==> src/dts_pkg.sv <==
package dts_pkg;
   // Register byte offsets, one aligned 32-bit word each
   localparam logic [7:0] OFF_STATUS      = 8'h00;
   localparam logic [7:0] OFF_COUNT_LOW   = 8'h04;
   localparam logic [7:0] OFF_COUNT_HIGH  = 8'h08;
   localparam logic [7:0] OFF_LIMIT_LOW   = 8'h0c;
   localparam logic [7:0] OFF_LIMIT_HIGH  = 8'h10;
   localparam logic [7:0] OFF_WINDOW_LOW  = 8'h14;
   localparam logic [7:0] OFF_WINDOW_HIGH = 8'h18;
   localparam logic [7:0] OFF_SNAPSHOT    = 8'h1c;
   localparam logic [7:0] OFF_IRQ_STATUS  = 8'h20;
   localparam logic [7:0] OFF_IRQ_CLEAR   = 8'h24;
   localparam logic [7:0] OFF_IRQ_ENABLE  = 8'h28;

   // Status register field positions
   localparam int BIT_FIRST_ERR  = 7;
   localparam int BIT_SECOND_ERR = 6;
   localparam int BIT_EVENT      = 5;
   localparam int BIT_WIN_OPEN   = 0;

   // Interrupt status / clear / enable field positions
   localparam int IRQ_EVENT      = 0;
   localparam int IRQ_FIRST_ERR  = 1;
   localparam int IRQ_SECOND_ERR = 2;
   localparam int IRQ_WIN_OPEN   = 3;
   localparam int IRQ_BITS       = 4;

   // Clear sequence key patterns
   localparam logic [7:0] KEY_PRECLEAR = 8'h40;
   localparam logic [7:0] KEY_CLEAR    = 8'h08;

   // Reset values and counter step
   localparam logic [31:0]         RST_WORD    = 32'h0000_0000;
   localparam logic [15:0]         RST_HALF    = 16'h0000;
   localparam logic [IRQ_BITS-1:0] RST_IRQ     = 4'h0;
   localparam logic [31:0]         COUNT_STEP  = 32'h0000_0001;
endpackage

==> src/dts_count_if.sv <==
`timescale 1ns/1ps
interface dts_count_if;
   logic        fetch;       // One instruction fetch this cycle
   logic        enable;      // Timer running
   logic        clear;       // Good two-step sequence completed
   logic [31:0] limit;       // Configured time-out count
   logic [31:0] window;      // Configured clear-window interval
   logic [31:0] count;       // Current fetch count
   logic        limit_hit;   // Count equals limit while timer running
   logic        window_open; // Clear window open

   modport counter (
      input  fetch,
      input  enable,
      input  clear,
      input  limit,
      input  window,
      output count,
      output limit_hit,
      output window_open
   );

   modport ctrl (
      output fetch,
      output enable,
      output clear,
      output limit,
      output window,
      input  count,
      input  limit_hit,
      input  window_open
   );
endinterface

==> src/dts_top.sv <==
// The placing of the registers and register access over Avalon-MM are this design's own decisions.
`timescale 1ns/1ps
// Behaviour
// - Wrong preclear key sets first-step error flag
// - Wrong clear key sets second-step error flag
// - Limit reached or bad key sets event
// - Error and event flags sticky until reset
// - Status bit shows clear window open
// - Count low reads counter bits 15:0
// - Count high reads counter bits 31:16
// - Limit mirrors return configured time-out count
// - Window mirrors return configured interval value
// - Snapshot captures high half on count read
// - 32-bit fetch counter stops at limit
// - Correct 0x08 after preclear resets counter
// - Deadman event raises processor interrupt request
module dts_top (
   input  wire logic        sys_clk,            // 25 MHz system clock
   input  wire logic        reset_n,            // Async reset, active low
   input  wire logic [7:0]  avs_address,        // Byte address
   input  wire logic        avs_read,           // Read request
   input  wire logic        avs_write,          // Write request
   input  wire logic [31:0] avs_writedata,      // Write data
   input  wire logic [3:0]  avs_byteenable,     // Write byte lanes
   output logic      [31:0] avs_readdata,       // Read data
   output logic             avs_waitrequest,    // Stall, high at rest
   input  wire logic        fetch_strobe,       // Instruction fetched
   input  wire logic        timer_enable,       // Timer switched on
   input  wire logic        preclear_key_wr,    // First key written
   input  wire logic [7:0]  preclear_key_field, // First key value
   input  wire logic        clear_key_wr,       // Second key written
   input  wire logic [7:0]  clear_key_field,    // Second key value
   input  wire logic [15:0] cfg_limit_low,      // Time-out count low
   input  wire logic [15:0] cfg_limit_high,     // Time-out count high
   input  wire logic [15:0] cfg_window_low,     // Window interval low
   input  wire logic [15:0] cfg_window_high,    // Window interval high
   output logic             deadman_irq,        // Deadman event request
   output logic             irq                 // Enabled status level
);
   dts_count_if cnt_if ();

   logic                          first_step_error_q;
   logic                          second_step_error_q;
   logic                          deadman_event_flag_q;
   logic                          preclear_armed_q;
   logic                          cfg_loaded_q;
   logic [31:0]                   limit_mirror_value_q;
   logic [31:0]                   window_mirror_value_q;
   logic [15:0]                   snapshot_upper_half_q;
   logic                          win_prev_q;
   logic [dts_pkg::IRQ_BITS-1:0]  irq_stat_q;
   logic [dts_pkg::IRQ_BITS-1:0]  irq_stat_d;
   logic [dts_pkg::IRQ_BITS-1:0]  irq_en_q;
   logic [dts_pkg::IRQ_BITS-1:0]  irq_en_d;
   logic [31:0]                   rd_mux;

   wire                           first_good;
   wire                           first_bad;
   wire                           second_good;
   wire                           second_bad;
   wire                           seq_clear;
   wire                           event_set;
   wire                           rd_take;
   wire                           wr_take;
   wire                           sel_count;
   wire [15:0]                    status_word;
   wire [dts_pkg::IRQ_BITS-1:0]   irq_events;
   wire [dts_pkg::IRQ_BITS-1:0]   irq_clr_mask;
   wire                           deadman_event_d;

   // Clear sequence decode
   assign first_good  = preclear_key_wr
                        & (preclear_key_field == dts_pkg::KEY_PRECLEAR);
   assign first_bad   = preclear_key_wr
                        & (preclear_key_field != dts_pkg::KEY_PRECLEAR);
   // A right second key without an armed first step is a sequence error
   assign second_good = clear_key_wr & preclear_armed_q
                        & (clear_key_field == dts_pkg::KEY_CLEAR);
   assign second_bad  = clear_key_wr & ~second_good;
   assign seq_clear   = second_good;
   assign event_set   = cnt_if.limit_hit | first_bad | second_bad;
   assign deadman_event_d = deadman_event_flag_q | event_set;

   // Counter carrier
   assign cnt_if.fetch  = fetch_strobe;
   // Timer held off until the mirrors load: a zero limit would read as hit
   assign cnt_if.enable = timer_enable & cfg_loaded_q;
   assign cnt_if.clear  = seq_clear;
   assign cnt_if.limit  = limit_mirror_value_q;
   assign cnt_if.window = window_mirror_value_q;

   dts_fetch_counter u_counter (
      .sys_clk (sys_clk),
      .reset_n (reset_n),
      .cnt     (cnt_if.counter)
   );

   // Bus handshake: first edge latches data, second edge completes
   assign rd_take   = avs_read & avs_waitrequest;
   assign wr_take   = avs_write & ~avs_waitrequest;
   assign sel_count = (avs_address == dts_pkg::OFF_COUNT_LOW) |
                      (avs_address == dts_pkg::OFF_COUNT_HIGH);

   assign status_word = {8'h00,
                         first_step_error_q,
                         second_step_error_q,
                         deadman_event_flag_q,
                         4'h0,
                         cnt_if.window_open};

   always_comb begin
      rd_mux = dts_pkg::RST_WORD;
      if (avs_address == dts_pkg::OFF_STATUS) begin
         rd_mux = {16'h0000, status_word};
      end else if (avs_address == dts_pkg::OFF_COUNT_LOW) begin
         rd_mux = {16'h0000, cnt_if.count[15:0]};
      end else if (avs_address == dts_pkg::OFF_COUNT_HIGH) begin
         rd_mux = {16'h0000, cnt_if.count[31:16]};
      end else if (avs_address == dts_pkg::OFF_LIMIT_LOW) begin
         rd_mux = {16'h0000, limit_mirror_value_q[15:0]};
      end else if (avs_address == dts_pkg::OFF_LIMIT_HIGH) begin
         rd_mux = {16'h0000, limit_mirror_value_q[31:16]};
      end else if (avs_address == dts_pkg::OFF_WINDOW_LOW) begin
         rd_mux = {16'h0000, window_mirror_value_q[15:0]};
      end else if (avs_address == dts_pkg::OFF_WINDOW_HIGH) begin
         rd_mux = {16'h0000, window_mirror_value_q[31:16]};
      end else if (avs_address == dts_pkg::OFF_SNAPSHOT) begin
         rd_mux = {16'h0000, snapshot_upper_half_q};
      end else if (avs_address == dts_pkg::OFF_IRQ_STATUS) begin
         rd_mux = {28'h0000000, irq_stat_q};
      end else if (avs_address == dts_pkg::OFF_IRQ_ENABLE) begin
         rd_mux = {28'h0000000, irq_en_q};
      end
   end

   always_ff @(posedge sys_clk or negedge reset_n) begin
      if (!reset_n) begin
         avs_waitrequest <= 1'b1;
         avs_readdata    <= dts_pkg::RST_WORD;
      end else if ((avs_read | avs_write) & avs_waitrequest) begin
         avs_waitrequest <= 1'b0;
         avs_readdata    <= avs_read ? rd_mux : dts_pkg::RST_WORD;
      end else begin
         avs_waitrequest <= 1'b1;
      end
   end

   // Snapshot matches exactly the data latched for the count read
   always_ff @(posedge sys_clk or negedge reset_n) begin
      if (!reset_n) begin
         snapshot_upper_half_q <= dts_pkg::RST_HALF;
      end else if (rd_take & sel_count) begin
         snapshot_upper_half_q <= cnt_if.count[31:16];
      end
   end

   // Configuration captured once after reset release, never from a port
   // under reset, so the mirrors are zero until the first edge
   always_ff @(posedge sys_clk or negedge reset_n) begin
      if (!reset_n) begin
         cfg_loaded_q          <= 1'b0;
         limit_mirror_value_q  <= dts_pkg::RST_WORD;
         window_mirror_value_q <= dts_pkg::RST_WORD;
      end else if (!cfg_loaded_q) begin
         cfg_loaded_q          <= 1'b1;
         limit_mirror_value_q  <= {cfg_limit_high, cfg_limit_low};
         window_mirror_value_q <= {cfg_window_high, cfg_window_low};
      end
   end

   // Sticky flags and preclear_armed_q; bus writes never reach them
   always_ff @(posedge sys_clk or negedge reset_n) begin
      if (!reset_n) begin
         first_step_error_q   <= 1'b0;
         second_step_error_q  <= 1'b0;
         deadman_event_flag_q <= 1'b0;
         preclear_armed_q     <= 1'b0;
      end else begin
         first_step_error_q   <= first_step_error_q | first_bad;
         second_step_error_q  <= second_step_error_q | second_bad;
         deadman_event_flag_q <= deadman_event_d;
         if (seq_clear) begin
            preclear_armed_q <= 1'b0;
         end else if (first_good) begin
            preclear_armed_q <= 1'b1;
         end
      end
   end

   // Interrupt block: sticky status, write-one clear, set beats clear
   assign irq_events[dts_pkg::IRQ_EVENT]      = event_set;
   assign irq_events[dts_pkg::IRQ_FIRST_ERR]  = first_bad;
   assign irq_events[dts_pkg::IRQ_SECOND_ERR] = second_bad;
   assign irq_events[dts_pkg::IRQ_WIN_OPEN]   = cnt_if.window_open
                                                & ~win_prev_q;
   assign irq_clr_mask = (wr_take & avs_byteenable[0]
                          & (avs_address == dts_pkg::OFF_IRQ_CLEAR))
                         ? avs_writedata[dts_pkg::IRQ_BITS-1:0]
                         : dts_pkg::RST_IRQ;

   always_comb begin
      irq_stat_d = (irq_stat_q & ~irq_clr_mask) | irq_events;
      irq_en_d   = irq_en_q;
      if (wr_take & avs_byteenable[0]
          & (avs_address == dts_pkg::OFF_IRQ_ENABLE)) begin
         irq_en_d = avs_writedata[dts_pkg::IRQ_BITS-1:0];
      end
   end

   always_ff @(posedge sys_clk or negedge reset_n) begin
      if (!reset_n) begin
         irq_stat_q  <= dts_pkg::RST_IRQ;
         irq_en_q    <= dts_pkg::RST_IRQ;
         win_prev_q  <= 1'b0;
         irq         <= 1'b0;
         deadman_irq <= 1'b0;
      end else begin
         irq_stat_q  <= irq_stat_d;
         irq_en_q    <= irq_en_d;
         win_prev_q  <= cnt_if.window_open;
         irq         <= |(irq_stat_d & irq_en_d);
         deadman_irq <= deadman_event_d;
      end
   end
endmodule // dts_top

==> src/dts_fetch_counter.sv <==
`timescale 1ns/1ps
module dts_fetch_counter (
   input wire logic     sys_clk, // 25 MHz system clock
   input wire logic     reset_n, // Asynchronous reset, active low
   dts_count_if.counter cnt      // Counter side of the carrier
);
   logic [31:0] count_q;
   logic [31:0] count_d;
   wire         at_limit;
   wire         advance;

   assign at_limit = (count_q == cnt.limit);
   assign advance  = cnt.enable & cnt.fetch & ~at_limit;
   assign count_d  = cnt.clear ? dts_pkg::RST_WORD :
                     advance   ? count_q + dts_pkg::COUNT_STEP :
                                 count_q;

   always_ff @(posedge sys_clk or negedge reset_n) begin
      if (!reset_n) begin
         count_q <= dts_pkg::RST_WORD;
      end else begin
         count_q <= count_d;
      end
   end

   assign cnt.count       = count_q;
   assign cnt.limit_hit   = cnt.enable & at_limit;
   // Window closes again once the limit is reached
   assign cnt.window_open = cnt.enable & (count_q >= cnt.window)
                            & ~at_limit;
endmodule // dts_fetch_counter

==> config.mk <==
export PLATFORM = sky130hd
export DESIGN_NAME = dts_top
export DESIGN_NICKNAME = d
export VERILOG_FILES = /design/src/dts_pkg.sv /design/src/dts_count_if.sv /design/src/dts_top.sv /design/src/dts_fetch_counter.sv
export SDC_FILE = /design/constraint.sdc
export NUM_CORES = 1
export LEC_CHECK = 0
export BUFFER_PORTS_ARGS = -buffer_cell sky130_fd_sc_hd__buf_2
export CAP_MARGIN = 30
export CELL_PAD_IN_SITES_DETAIL_PLACEMENT = 1
export CELL_PAD_IN_SITES_GLOBAL_PLACEMENT = 2
export CORE_MARGIN = 4
export CORE_UTILIZATION = 36
export DETAILED_ROUTE_END_ITERATION = 16
export GPL_TIMING_DRIVEN = 0
export PLACE_DENSITY = 0.9
export SLEW_MARGIN = 5
export SYNTH_ARGS = -nofsm -noshare
export SYNTH_HDL_FRONTEND = slang
export SYNTH_HIERARCHICAL = 1
export SYNTH_SLANG_ARGS = --single-unit
==> constraint.sdc <==
create_clock -name sys_clk -period 2.9 [get_ports sys_clk]
set_clock_uncertainty 0.1 [all_clocks]
set_input_delay 0.58 -clock sys_clk [delete_from_list [all_inputs] [get_ports sys_clk]]
set_output_delay 0.58 -clock sys_clk [all_outputs]
set_load 0.05 [all_outputs]
* Word level (Yosys, flattened, before mapping)
Cells that the tools add are included. W data, S select, Z words.
Storage, ports and cells: output and inout bits 35, input port bits 132, logic and storage cells 87, flip-flop bits (word level) 160
Cells by class: reductions and logical operators 4, equality and inequality tests 14, mux-type cells 18, add/sub/neg operators 1, bitwise logic cells 34, order comparisons 1
Operator list (count):
- $mux W32 | 5
- $mux W16 | 6
- $add A32 B1 Y32 const B | 1
- $eq A32 B32 Y1 | 1
- $eq A8 B5 Y1 const B | 4
- $ge A32 B32 Y1 | 1
- $eq A8 B4 Y1 const B | 3
- $eq A8 B6 Y1 const B | 3
- $and A1 B1 Y1 | 19
- $mux W4 | 4
- $and A4 B4 Y4 | 2
- $eq A8 B3 Y1 const B | 1
- $eq A8 B7 Y1 const B | 1
- $logic_not A8 Y1 | 1
- $ne A8 B7 Y1 const B | 1
- $or A1 B1 Y1 | 7
- $not A1 Y1 | 4
- $not A4 Y4 | 1
- $or A4 B4 Y4 | 1
- $reduce_bool A2 Y1 | 2
- $reduce_or A4 Y1 | 1
- $mux W1 | 3

* Longest topological paths before layout
Gate-level depths: netlist of the first run.
word-level depth 12, depth in mapped cells 12, mapped depth without buffers 11

* Modules after synthesis
Netlist of the first run, hierarchy kept.
By module, submodules not included:
- dts_top | cells each 468, instances 1, area an instance 5776.8 um^2
- dts_fetch_counter | cells each 362, instances 1, area an instance 3044.2 um^2

* Least setup slack after synthesis of the first run
Ideal clock, no wire load.
kind register to register, start point reg cfg_loaded_q, end point reg u_counter.count_q[22], in the netlist u_counter/cnt.count[22], stages on the path, launching flop included 10, arrival 2373 ps, path slack 299 ps, path through dfrtp_1 > clkbuf_1 > clkbuf_1 > and2_1 > and4_1 > nand2_1 > a21oi_2 > buf_2 > nand3_1 > mux2_1
Between the ends: cells in the longest elaborated chain, start to end 4
Ends and longest elaborated chain:
- from (decl) | line dts_top.sv:46 | logic cfg_loaded_q;
- from (signal assigned) | line dts_top.sv:161 | cfg_loaded_q <= 1'b0;
- from (signal assigned) | line dts_top.sv:165 | cfg_loaded_q <= 1'b1;
- $and A1 B1 Y1 | line dts_top.sv:87 | assign cnt_if.enable = timer_enable & cfg_loaded_q;
- named net cnt_if.enable | line dts_count_if.sv:4 | logic enable;
- $and A1 B1 Y1 (2 in series) | line dts_fetch_counter.sv:13 | assign advance = cnt.enable & cnt.fetch & ~at_limit;
- $reduce_bool A2 Y1 (no line)
- to (signal assigned) | line dts_fetch_counter.sv:20 | count_q <= dts_pkg::RST_WORD;
- to (signal assigned) | line dts_fetch_counter.sv:22 | count_q <= count_d;
- to (decl) | line dts_fetch_counter.sv:7 | logic [31:0] count_q;
The timed path passes the listed nets, and every way through them passes these cells. A chain may end at the register's enable or synchronous reset.

* Final worst setup path of the first run
start point reg window_mirror_value_q[26], in the netlist cnt_if.window[26], end point reg irq
Between the ends: cells in the longest elaborated chain, start to end 7
Ends and longest elaborated chain:
- from (decl) | line dts_top.sv:48 | logic [31:0] window_mirror_value_q;
- from (signal assigned) | line dts_top.sv:163 | window_mirror_value_q <= dts_pkg::RST_WORD;
- from (signal assigned) | line dts_top.sv:167 | window_mirror_value_q <= {cfg_window_high, cfg_window_low};
- $ge A32 B32 Y1 | line dts_fetch_counter.sv:29 | assign cnt.window_open = cnt.enable & (count_q >= cnt.window)
- $and A1 B1 Y1 | line dts_fetch_counter.sv:29
- $and A1 B1 Y1 | line dts_fetch_counter.sv:30 | & ~at_limit;
- named net cnt_if.window_open | line dts_count_if.sv:10 | logic window_open;
- $and A1 B1 Y1 | line dts_top.sv:195 | & ~win_prev_q;
- $or A4 B4 Y4 | line dts_top.sv:202 | irq_stat_d = (irq_stat_q & ~irq_clr_mask) | irq_events;
- named net irq_stat_d, one bit | line dts_top.sv:52 | logic [dts_pkg::IRQ_BITS-1:0] irq_stat_d;
- $and A4 B4 Y4 | line dts_top.sv:221 | irq <= |(irq_stat_d & irq_en_d);
- $reduce_or A4 Y1 | line dts_top.sv:221
- to (signal assigned) | line dts_top.sv:221
- to (decl) | line dts_top.sv:38 | output logic irq
The timed path passes the listed nets, and every way through them passes these cells.

==> results of run 1 <==
==> cell families (layout without fill, tap and decap cells) <==
logic type | after synthesis | in the layout | synth area share
simple gates | 246 | 246 | 0.163
flops | 144 | 144 | 0.409
compound gates | 142 | 142 | 0.115
mux | 122 | 122 | 0.169
buf+inv | 103 | 276 | 0.0589
xor+xnor | 38 | 38 | 0.0377
fa+ha+maj | 33 | 33 | 0.0468
other cells | 2 | 17 | 0.000851
==> final cells by class <==
class	instances	area (µm²)	area share
Tap cell	324	405	0.0376
Clock buffer	23	478	0.0444
Multi-Input combinational cell	598	4860	0.452
Sequential cell	144	3620	0.336
Inverter	50	188	0.0174
Timing Repair Buffer	142	795	0.0738
Clock inverter	9	83.8	0.00778
Buffer	52	338	0.0314
==> routing by layer <==
layer	vias up	global-route usage
li1	3349	-
met1	3833	0.293
met2	217	0.355
met3	57	0.0327
met4	0	0.0794
met5	-	0
==> state kept, by name, indices dropped and copies added (netlist names) <==
name                   flops
second_step_error_q        1
first_step_error_q         1
avs_waitrequest            1
irq                        1
cnt_if.limit              32
cnt_if.window             32
win_prev_q                 1
cfg_loaded_q               1
irq_stat_q                 4
avs_readdata              16
u_counter/cnt.count       32
snapshot_upper_half_q     16
preclear_armed_q           1
irq_en_q                   4
deadman_irq                1
==> power breakdown <==
part | total (mW) | internal, mW | switching, mW
clock network | 2.12 | 1.24 | 0.877
registers | 2.35 | 2.15 | 0.207
logic | 0.950 | 0.437 | 0.513
total | 5.42 | 3.83 | 1.60
==> worst min-delay path by stage <==
stage / startpoint / to / slack, ps
after floorplan: reset_n / avs_readdata[0] / 180
after global placement: snapshot_upper_half_q[7] / snapshot_upper_half_q[7] / 360
after detailed placement: snapshot_upper_half_q[12] / snapshot_upper_half_q[12] / 370
after CTS: reset_n / irq_stat_q[0] / 40
after global routing: reset_n / deadman_irq / 70
final: reset_n / deadman_irq / 20
==> timing repair <==
action / in CTS / in global routing
buffers inserted: 4 / 18
endpoints found under the hold margin: 0 / 0
gates resized for setup: 21 / 20
pin swaps: 4 / 8
endpoints found under the setup margin: 29 / 14
==> critical path, cell delays in order (launching register included) <==
cell and delay [ps]:
dfrtp_1 390, inv_1 60, ha_2 200, a2111oi_4 390, o21ai_1 150, a221oi_2 400, a31oi_4 200, a221o_1 410
a222oi_1 360, o211ai_1 140
==> per-stage QoR <==
stage                      util  instances
after detailed placement  0.410       1289
after global placement    0.409       1288
after floorplan               -        845
after CTS                 0.438       1324
final                     0.446       1342
after global routing      0.446       1342
==> synth_stat cells, drive strengths merged (4+ instances only) <==
cell type | instances | area, µm²
mux2i | 4 | 40.0
inv | 50 | 188
a21o | 10 | 75.1
a22o | 7 | 62.6
nor3 | 14 | 81.3
a211oi | 13 | 103
nand2b | 5 | 31.3
dfrtp | 143 | 3580
o21ai | 31 | 155
clkbuf | 22 | 113
nor2 | 55 | 206
o22ai | 4 | 25.0
nor2b | 23 | 144
mux4 | 11 | 248
buf | 31 | 219
a21oi | 26 | 145
and3 | 12 | 76.3
nand2 | 45 | 174
a31oi | 4 | 25.0
ha | 33 | 413
xnor2 | 38 | 333
mux2 | 107 | 1200
a221o | 7 | 72.6
a22oi | 7 | 52.6
nand4 | 25 | 171
nand3 | 29 | 158
nand3b | 4 | 30.0
nor4b | 6 | 77.6
a32oi | 4 | 35.0
nor4 | 8 | 116
==> qor.yml, run 1 <==
outcome:
  status: "complete, but fails checks"
  violations: "negative setup slack"
drt:
  dr_wl_met3_mm: 1.33
  dr.pass1.iters: 5
  wl_met2_mm: 14.3
  drcViolationCount: 0
  postRouteWirelength_mm: 29.6
  wl_met1_mm: 13.1
  avgViaCountPerCell: 5.56
  drt_iter0_drc: 463
  wl_per_cell_um: 22.1
  dr_total_vias: 7456
  dr.max_layer_used: "met4"
  antenna_left: 0
logic_synthesis:
  ys_seq_elements: 144
  synth-edff-count: 0
  syn_inst: 830
  syn_avg_cell_area_um2: 10.6
  yosys_warnings: 6
  postSynth.asyncResetShare: 1.00
  ys.flop_type: "dfrtp_1"
  synthDistinctLibCells: 82
  syn_area_um2: 8820
  seq_area_frac_synth: 0.409
worst_hold_path:
  hold_class: "primary input to async pin"
worst_setup_path:
  critical_path_class: "register to register"
  reg2reg_from: "cnt_if.window[26]"
  start_kind: "register"
  cp-endpoint: "irq"
  cp_data_arrival_time_ps: 3140
  rrSetupSlack_ps: -50
  ff2ff_path_depth: 9
  required_ps: 3100
  cp-startpoint: "cnt_if.window[26]"
  cp_max_fo: 4
  r2r_end: "irq"
  end_kind: "register"
layout:
  area_delta_synth_final_pct: 22.1
  most-common-layout-cells: "dfrtp_1, buf_2, mux2_2"
  fill_cells: 2726
  final_net_count: 1170
  drive_gt1_frac: 0.359
  mostFrequentLayoutCell: "dfrtp_1"
  antennaDiodeCount: 0
  design_area_um2: 10800
clocking:
  cts_tree: "built"
  cts-root-buf: "clkbuf_16"
  clkLatencyLatePin_ps: 430
  cts_hold_buf: 0
  h-tree-depth: 4
  clockBufferDepth: 2
  cts_sinks: 144
  path_clk_slew_ps: 60
  cts_buffers: 17
sta:
  setup-violations-final: 1
  fin_crit_sh: 1.02
  tns_ps: -46.3
  slew_headroom: 0.413
  fin_ws_ps: -46.3
  fin_crit_ps: 2950
  whs_ps: 17.7
  slew_violations: 0
  hold_viol: 0
  worst_pin_slew_ps: 881
  rsz0062_at_grt: "true"
  max_clock_freq_mhz: 339
floorplan:
  die-area_um2: 27100
  die_width_um: 165
  design.core.area_um2: 24200
  boundaryPins: 167
  dieHeight_um: 165
  std_cell_rows: 57
  initial_core_util: 0.365
placement:
  gp_congestion: 0.898
  placed_area_um2: 9910
  preCtsSetupSlack_ps: -631
  hpwlAfterDp_mm: 22.5
  portBuffers: 119
global_routing:
  grt_pass1_wl_mm: 44.6
  gr-total-overflow: 0
  grt_usage: 0.217
  grt_max_degree: 81
  antenna_found_initial: 0
  grt_pass1_vias: 7557
pwr:
  pwr_density_cell_nw_per_um2: 504
  max-vdd-ir-drop_v: 0.000395
  p_total_mw: 5.42
  p_leak_nw: 4.87
flow_run:
  drv_cap: 0
No activity file was read; power rests on OpenSTA's default activity.
==> run 2: changes to the inputs <==
- PLACE_DENSITY: 0.9 -> 0.87
==> run 2 against run 1 <==
  * The run now ends clean
  * Critical path depth unchanged
  * Count of clock-buffer cells in the layout rose by 1
  * Global-route usage rose by 0.88 points
  * First-iteration DRC count fell by 2.8%
  * Sequential cell count is the same
  * Wire length rose by 3.1%
  * Register-to-register slack gained 90 ps
  * Final cell count decreased by 0.60%
  * Cell area about the same
  * Combinational power rose by 2.3%
  * Critical path type unchanged
  * Critical endpoint unchanged
  * Largest power group is now the clock network
  * Highest routed layer unchanged
==> qor.yml, run 2 (synthesized netlist as in run 1, its figures left out) <==
pwr:
  p_int_mw: 4.09  # +6.9%
  seqPwrFrac: 0.410  # -0.024
  pwr_density_cell_nw_per_um2: 534  # +6.0%
  pwr-share-comb: 0.169  # -0.006
  p_sw_frac: 0.287  # -0.00693
  p_sw_mw: 1.65  # +3.4%
  p_clk_frac: 0.421  # +0.030
  max-vdd-ir-drop_v: 0.000336  # -15%
  p_leak_nw: 4.88  # about the same
worst_setup_path:
  end_kind: "register"
  crit_chain: "inv_1 -> ha_4 -> a2111oi_2 -> o21ai_1 -> a221oi_4 -> a31oi_4 -> a221o_1 -> a222oi_1 -> o211ai_1"
  start_kind: "register"
  cp_slowest_cell: "a221o_1"
  cp_data_arrival_time_ps: 3060  # -80 ps
  cp_max_fo: 2  # -2
  critical_path_class: "register to register"
  slowest_delay_ps: 400  # about the same
  required_ps: 3100  # about the same
clocking:
  cts_buffers: 17  # unchanged
  clockBufferDepth: 2  # unchanged
  cts_tree: "built"
  path_clk_slew_ps: 60  # about the same
  clkLatencyLatePin_ps: 430  # about the same
  cts-root-buf: "clkbuf_16"
  cts_sinks: 144  # unchanged
  cts_hold_buf: 0  # unchanged
  h-tree-depth: 4  # unchanged
placement:
  preCtsSetupSlack_ps: -778  # -147 ps
  dp.cells: 1289  # unchanged
  portBuffers: 119  # unchanged
  hpwlAfterDp_mm: 23.0  # +2.6%
  gp_congestion: 0.909  # +1.2%
floorplan:
  dieHeight_um: 165  # unchanged
  std_cell_rows: 57  # unchanged
  initial_core_util: 0.365  # unchanged
  die_width_um: 165  # unchanged
  boundaryPins: 167  # unchanged
  die-area_um2: 27100  # unchanged
  design.core.area_um2: 24200  # unchanged
worst_hold_path:
  hold_class: "primary input to async pin"
layout:
  mostFrequentLayoutCell: "dfrtp_1"
  fin_cells: 1334  # -0.60%
  antennaDiodeCount: 0  # unchanged
  most-common-layout-cells: "dfrtp_1, buf_2, mux2_2"
  drive_gt1_frac: 0.346  # -0.0130
  fill_cells: 2710  # -0.59%
  final_net_count: 1162  # -0.68%
  area_delta_synth_final_pct: 22.0  # about the same
global_routing:
  grt_pass1_wl_mm: 46.1  # +3.4%
  grt_pass1_vias: 7792  # +3.1%
  gr-total-overflow: 0  # unchanged
  grt_usage: 0.226  # +0.00883
  antenna_found_initial: 0  # unchanged
  grt_max_degree: 77  # -4.9%
sta:
  setup-violations-final: 0  # -1
  tns_ps: 0  # +46.3 ps
  slew_headroom: 0.419  # +0.00643
  rsz0062_at_grt: "true"
  fin_crit_ps: 2860  # -90.1 ps
  slew_violations: 0  # unchanged
  max_clock_freq_mhz: 350  # +3.2%
  hold_viol: 0  # unchanged
  worst_pin_slew_ps: 872  # -9.65 ps
  fin_crit_sh: 0.985  # -0.0311
  fin_ws_ps: 43.9  # +90.1 ps
drt:
  drcViolationCount: 0  # unchanged
  dr.pass1.iters: 5  # unchanged
  avgViaCountPerCell: 5.51  # -0.87%
  antenna_left: 0  # unchanged
  drt_iter0_drc: 450  # -2.8%
  postRouteWirelength_mm: 30.6  # +3.1%
  wl_per_cell_um: 22.9  # +3.7%
  dr_total_vias: 7347  # -1.5%
outcome:
  status: "finished clean"
flow_run:
  drv_cap: 0  # unchanged
## run 2: metrics by stage
stage               power [mW]  hold WS (ps)  instance area (µm²)   util
floorplan                 2.88           184                 8880      -
global placement          3.24           361                 9880  0.409
detailed placement        3.27           373                 9910  0.410
CTS                       5.73          56.3                10700  0.442
global route              5.95          80.5                10800  0.445
finish                    5.74          27.4                10800  0.445
## run 2: timing repair
action	in CTS	in global routing
resized for setup	21	13
pin swaps	9	1
endpoints found under the setup margin	34	7
setup buffers	9	5
endpoints found under the hold margin	0	0
## run 2: worst paths after layout
check                                      endpoint  cells past startpoint  slack (ps)                     start
hold reg to reg            snapshot_upper_half_q[8]                      1         390  snapshot_upper_half_q[8]
setup / recovery                                irq                      9          40         cnt_if.window[27]
min in group sys_clk                cnt_if.limit[7]                      2         280          cfg_limit_low[7]
max in group asynchronous   u_counter/cnt.count[29]                      2        1820                   reset_n
setup reg to reg                                irq                      9          40         cnt_if.window[27]
hold / removal                          irq_en_q[0]                      1          30                   reset_n
## run 2: final cells by class
class                      instances  area [µm²]  area share
multi-input combinational        598        4850       0.450
timing repair buffer             134         734      0.0682
tap                              324         405      0.0377
sequential                       144        3620       0.336
clock inverter                     8         151      0.0141
buffer                            52         339      0.0315
clock buffer                      24         482      0.0447
inverter                          50         188      0.0174
## run 2: critical path: cells and delay by family (launching register included)
family / cells / cell delay [ps]
fa+ha+maj: 1 / 220
compound gates: 7 / 1900
flops: 1 / 390
buf+inv: 1 / 120
## run 2: layer usage
layer	global-route usage	vias to the layer above	wire length, µm
met3	0.0369	44	1390
met5	0	-	0
met1	0.301	3780	13500
met2	0.375	201	14900
li1	-	3322	-
met4	0.0756	0	729
## run 2: power by group through the flow
stage | Clock [mW] | Combinational [mW] | Sequential [mW]
detailed placement | 0 | 0.895 | 2.38
CTS | 2.44 | 0.941 | 2.35
global route | 2.54 | 1.05 | 2.37
global placement | 0 | 0.864 | 2.37
finish | 2.42 | 0.972 | 2.35
floorplan | 0 | 0.581 | 2.30
==> run 3: changes to the inputs <==
- MAX_ROUTING_LAYER: not set -> met4
==> run 3 against run 2 <==
  * The flow now finishes with violations (negative setup slack)
  * Largest power group is now sequential cells
  * Sequential cell count unchanged
  * Critical path type unchanged
  * Highest routed layer unchanged
  * Critical path depth down 1
  * Sequential power about the same
  * Clock power down 11%
  * Power down 5.1%
  * Worst hold slack worse by 7.8 ps
  * Wire length down 0.92%
  * Maximum frequency down 1.9%
  * Sequential share of layout area up 0.32 points
  * Critical endpoint unchanged
  * Die area unchanged
==> qor.yml, run 3 (synthesized netlist as in run 1, its figures left out) <==
global_routing:
  grt_pass1_wl_mm: 45.8  # -0.55%
  antenna_found_initial: 0  # unchanged
  grt_max_degree: 84  # +9.1%
  grt_pass1_vias: 7579  # -2.7%
  grt_usage: 0.231  # +0.00492
  gr-total-overflow: 0  # unchanged
sta:
  slew_violations: 0  # unchanged
  setup-violations-final: 1  # +1
  tns_ps: -10.4  # -10.4 ps
  fin_crit_ps: 2910  # +54.3 ps
  max_clock_freq_mhz: 344  # -1.9%
  rsz0062_at_grt: "true"
  whs_ps: 19.6  # -7.81 ps
  fin_crit_sh: 1.00  # +0.0187
  fin_ws_ps: -10.4  # -54.3 ps
  slew_headroom: 0.388  # -0.0309
  hold_viol: 0  # unchanged
  worst_pin_slew_ps: 918  # +46.3 ps
clocking:
  path_clk_slew_ps: 60  # about the same
  clkLatencyLatePin_ps: 430  # about the same
  clockBufferDepth: 2  # unchanged
  cts_buffers: 17  # unchanged
  cts-root-buf: "clkbuf_16"
  cts_hold_buf: 0  # unchanged
  cts_tree: "built"
  cts_sinks: 144  # unchanged
  h-tree-depth: 4  # unchanged
drt:
  drt_iter0_drc: 531  # +18%
  dr.pass1.iters: 4  # -1
  drcViolationCount: 0  # unchanged
  wl_per_cell_um: 22.8  # -0.63%
  postRouteWirelength_mm: 30.3  # -0.92%
  antenna_left: 0  # unchanged
  avgViaCountPerCell: 5.54  # +0.67%
  dr_total_vias: 7374  # +0.37%
pwr:
  p_leak_nw: 4.83  # -0.94%
  p_total_mw: 5.45  # -5.1%
  pwr_density_cell_nw_per_um2: 511  # -4.3%
  max-vdd-ir-drop_v: 0.000274  # -18%
placement:
  hpwlAfterDp_mm: 22.8  # -0.81%
  gp_congestion: 0.909  # about the same
  preCtsSetupSlack_ps: -727  # +51.3 ps
  portBuffers: 119  # unchanged
  placed_area_um2: 9910  # unchanged
outcome:
  status: "complete, but fails checks"
  violations: "negative setup slack"
worst_setup_path:
  rrSetupSlack_ps: -10  # -50 ps
  critical_path_class: "register to register"
  cp-endpoint: "irq"
  cp-startpoint: "u_counter/cnt.count[25]"
  required_ps: 3090  # about the same
  crit_buf_inv: 0  # -1
  crit_family: "compound AO/OA/AOI/OAI gates"
  crit_chain: "ha_1 -> a21oi_1 -> o21ai_1 -> a221oi_2 -> a31oi_4 -> a221o_1 -> a222oi_1 -> o211ai_1"
  slowest_delay_ps: 600  # +200 ps
  cp_max_fo: 8  # +6
  start_kind: "register"
  ff2ff_path_depth: 8  # -1
  end_kind: "register"
  cp.depth: 8  # -1
  cp_data_arrival_time_ps: 3100  # +40 ps
  cp_slowest_cell: "dfrtp_1"
  reg2reg_from: "u_counter/cnt.count[25]"
  r2r_end: "irq"
layout:
  mostFrequentLayoutCell: "dfrtp_1"
  fill_cells: 2697  # -0.48%
  final_net_count: 1159  # -0.26%
  area_delta_synth_final_pct: 20.9
  design_area_um2: 10700  # -0.91%
  most-common-layout-cells: "dfrtp_1, buf_2, mux2_2"
  drive_gt1_frac: 0.344  # -0.00161
  antennaDiodeCount: 0  # unchanged
floorplan:
  dieHeight_um: 165  # unchanged
  design.core.area_um2: 24200  # unchanged
  boundaryPins: 167  # unchanged
  die_width_um: 165  # unchanged
  die-area_um2: 27100  # unchanged
  std_cell_rows: 57  # unchanged
  initial_core_util: 0.365  # unchanged
flow_run:
  drv_cap: 0  # unchanged
worst_hold_path:
  hold_class: "primary input to async pin"
[run 3: cell count changes in the layout (fill, tap and decap cells not counted), moves of 2 or more]
cell       before  now
buf_4          33   30
a2111oi_2       2    0
clkbuf_1       20   18
bufinv_16       4    1
clkinv_2        0    3
[run 3: how the worst min path moves through the flow]
| stage | end | slack [ps] | depth (start not counted) |
|---|---|---|---|
| final | second_step_error_q | 20 | 1 |
| after global routing | second_step_error_q | 60 | 1 |
| after CTS | second_step_error_q | 40 | 1 |
| after detailed placement | snapshot_upper_half_q[5] | 370 | 1 |
| after global placement | snapshot_upper_half_q[12] | 360 | 1 |
| after floorplan | avs_readdata[0] | 180 | 0 |
[run 3: timing repair]
action	4_1_cts	5_1_grt
resized for setup	20	11
setup endpoints to repair	34	5
setup buffers	9	2
pin swaps	8	4
[run 3: final cells by class]
cell class                      count  area [µm²]  share of cell area
Inverter                           50         188              0.0176
Buffer                             52         338              0.0317
Clock inverter                      9        83.8             0.00786
Sequential cell                   144        3620               0.339
Timing Repair Buffer              131         712              0.0667
Tap cell                          324         405              0.0380
Clock buffer                       22         484              0.0454
Multi-Input combinational cell    598        4840               0.454
[run 3: layer usage]
| metal | GRT usage | up-vias | wire, µm |
|---|---|---|---|
| met4 | 0.0647 | 0 | 693 |
| met1 | 0.313 | 3798 | 13700 |
| met5 | - | - | 0 |
| met2 | 0.365 | 219 | 14500 |
| li1 | - | 3320 | - |
| met3 | 0.0334 | 37 | 1340 |
[run 3: power by group]
group / internal [mW] / switching [mW]
sequential: 2.14 / 0.216
clock: 1.26 / 0.901
combinational: 0.416 / 0.509
[run 3: metrics by stage]
stage / utilization / instances
after floorplan: - / 845
after global placement: 0.409 / 1288
after detailed placement: 0.410 / 1289
after CTS: 0.439 / 1328
after global routing: 0.441 / 1330
final: 0.441 / 1330
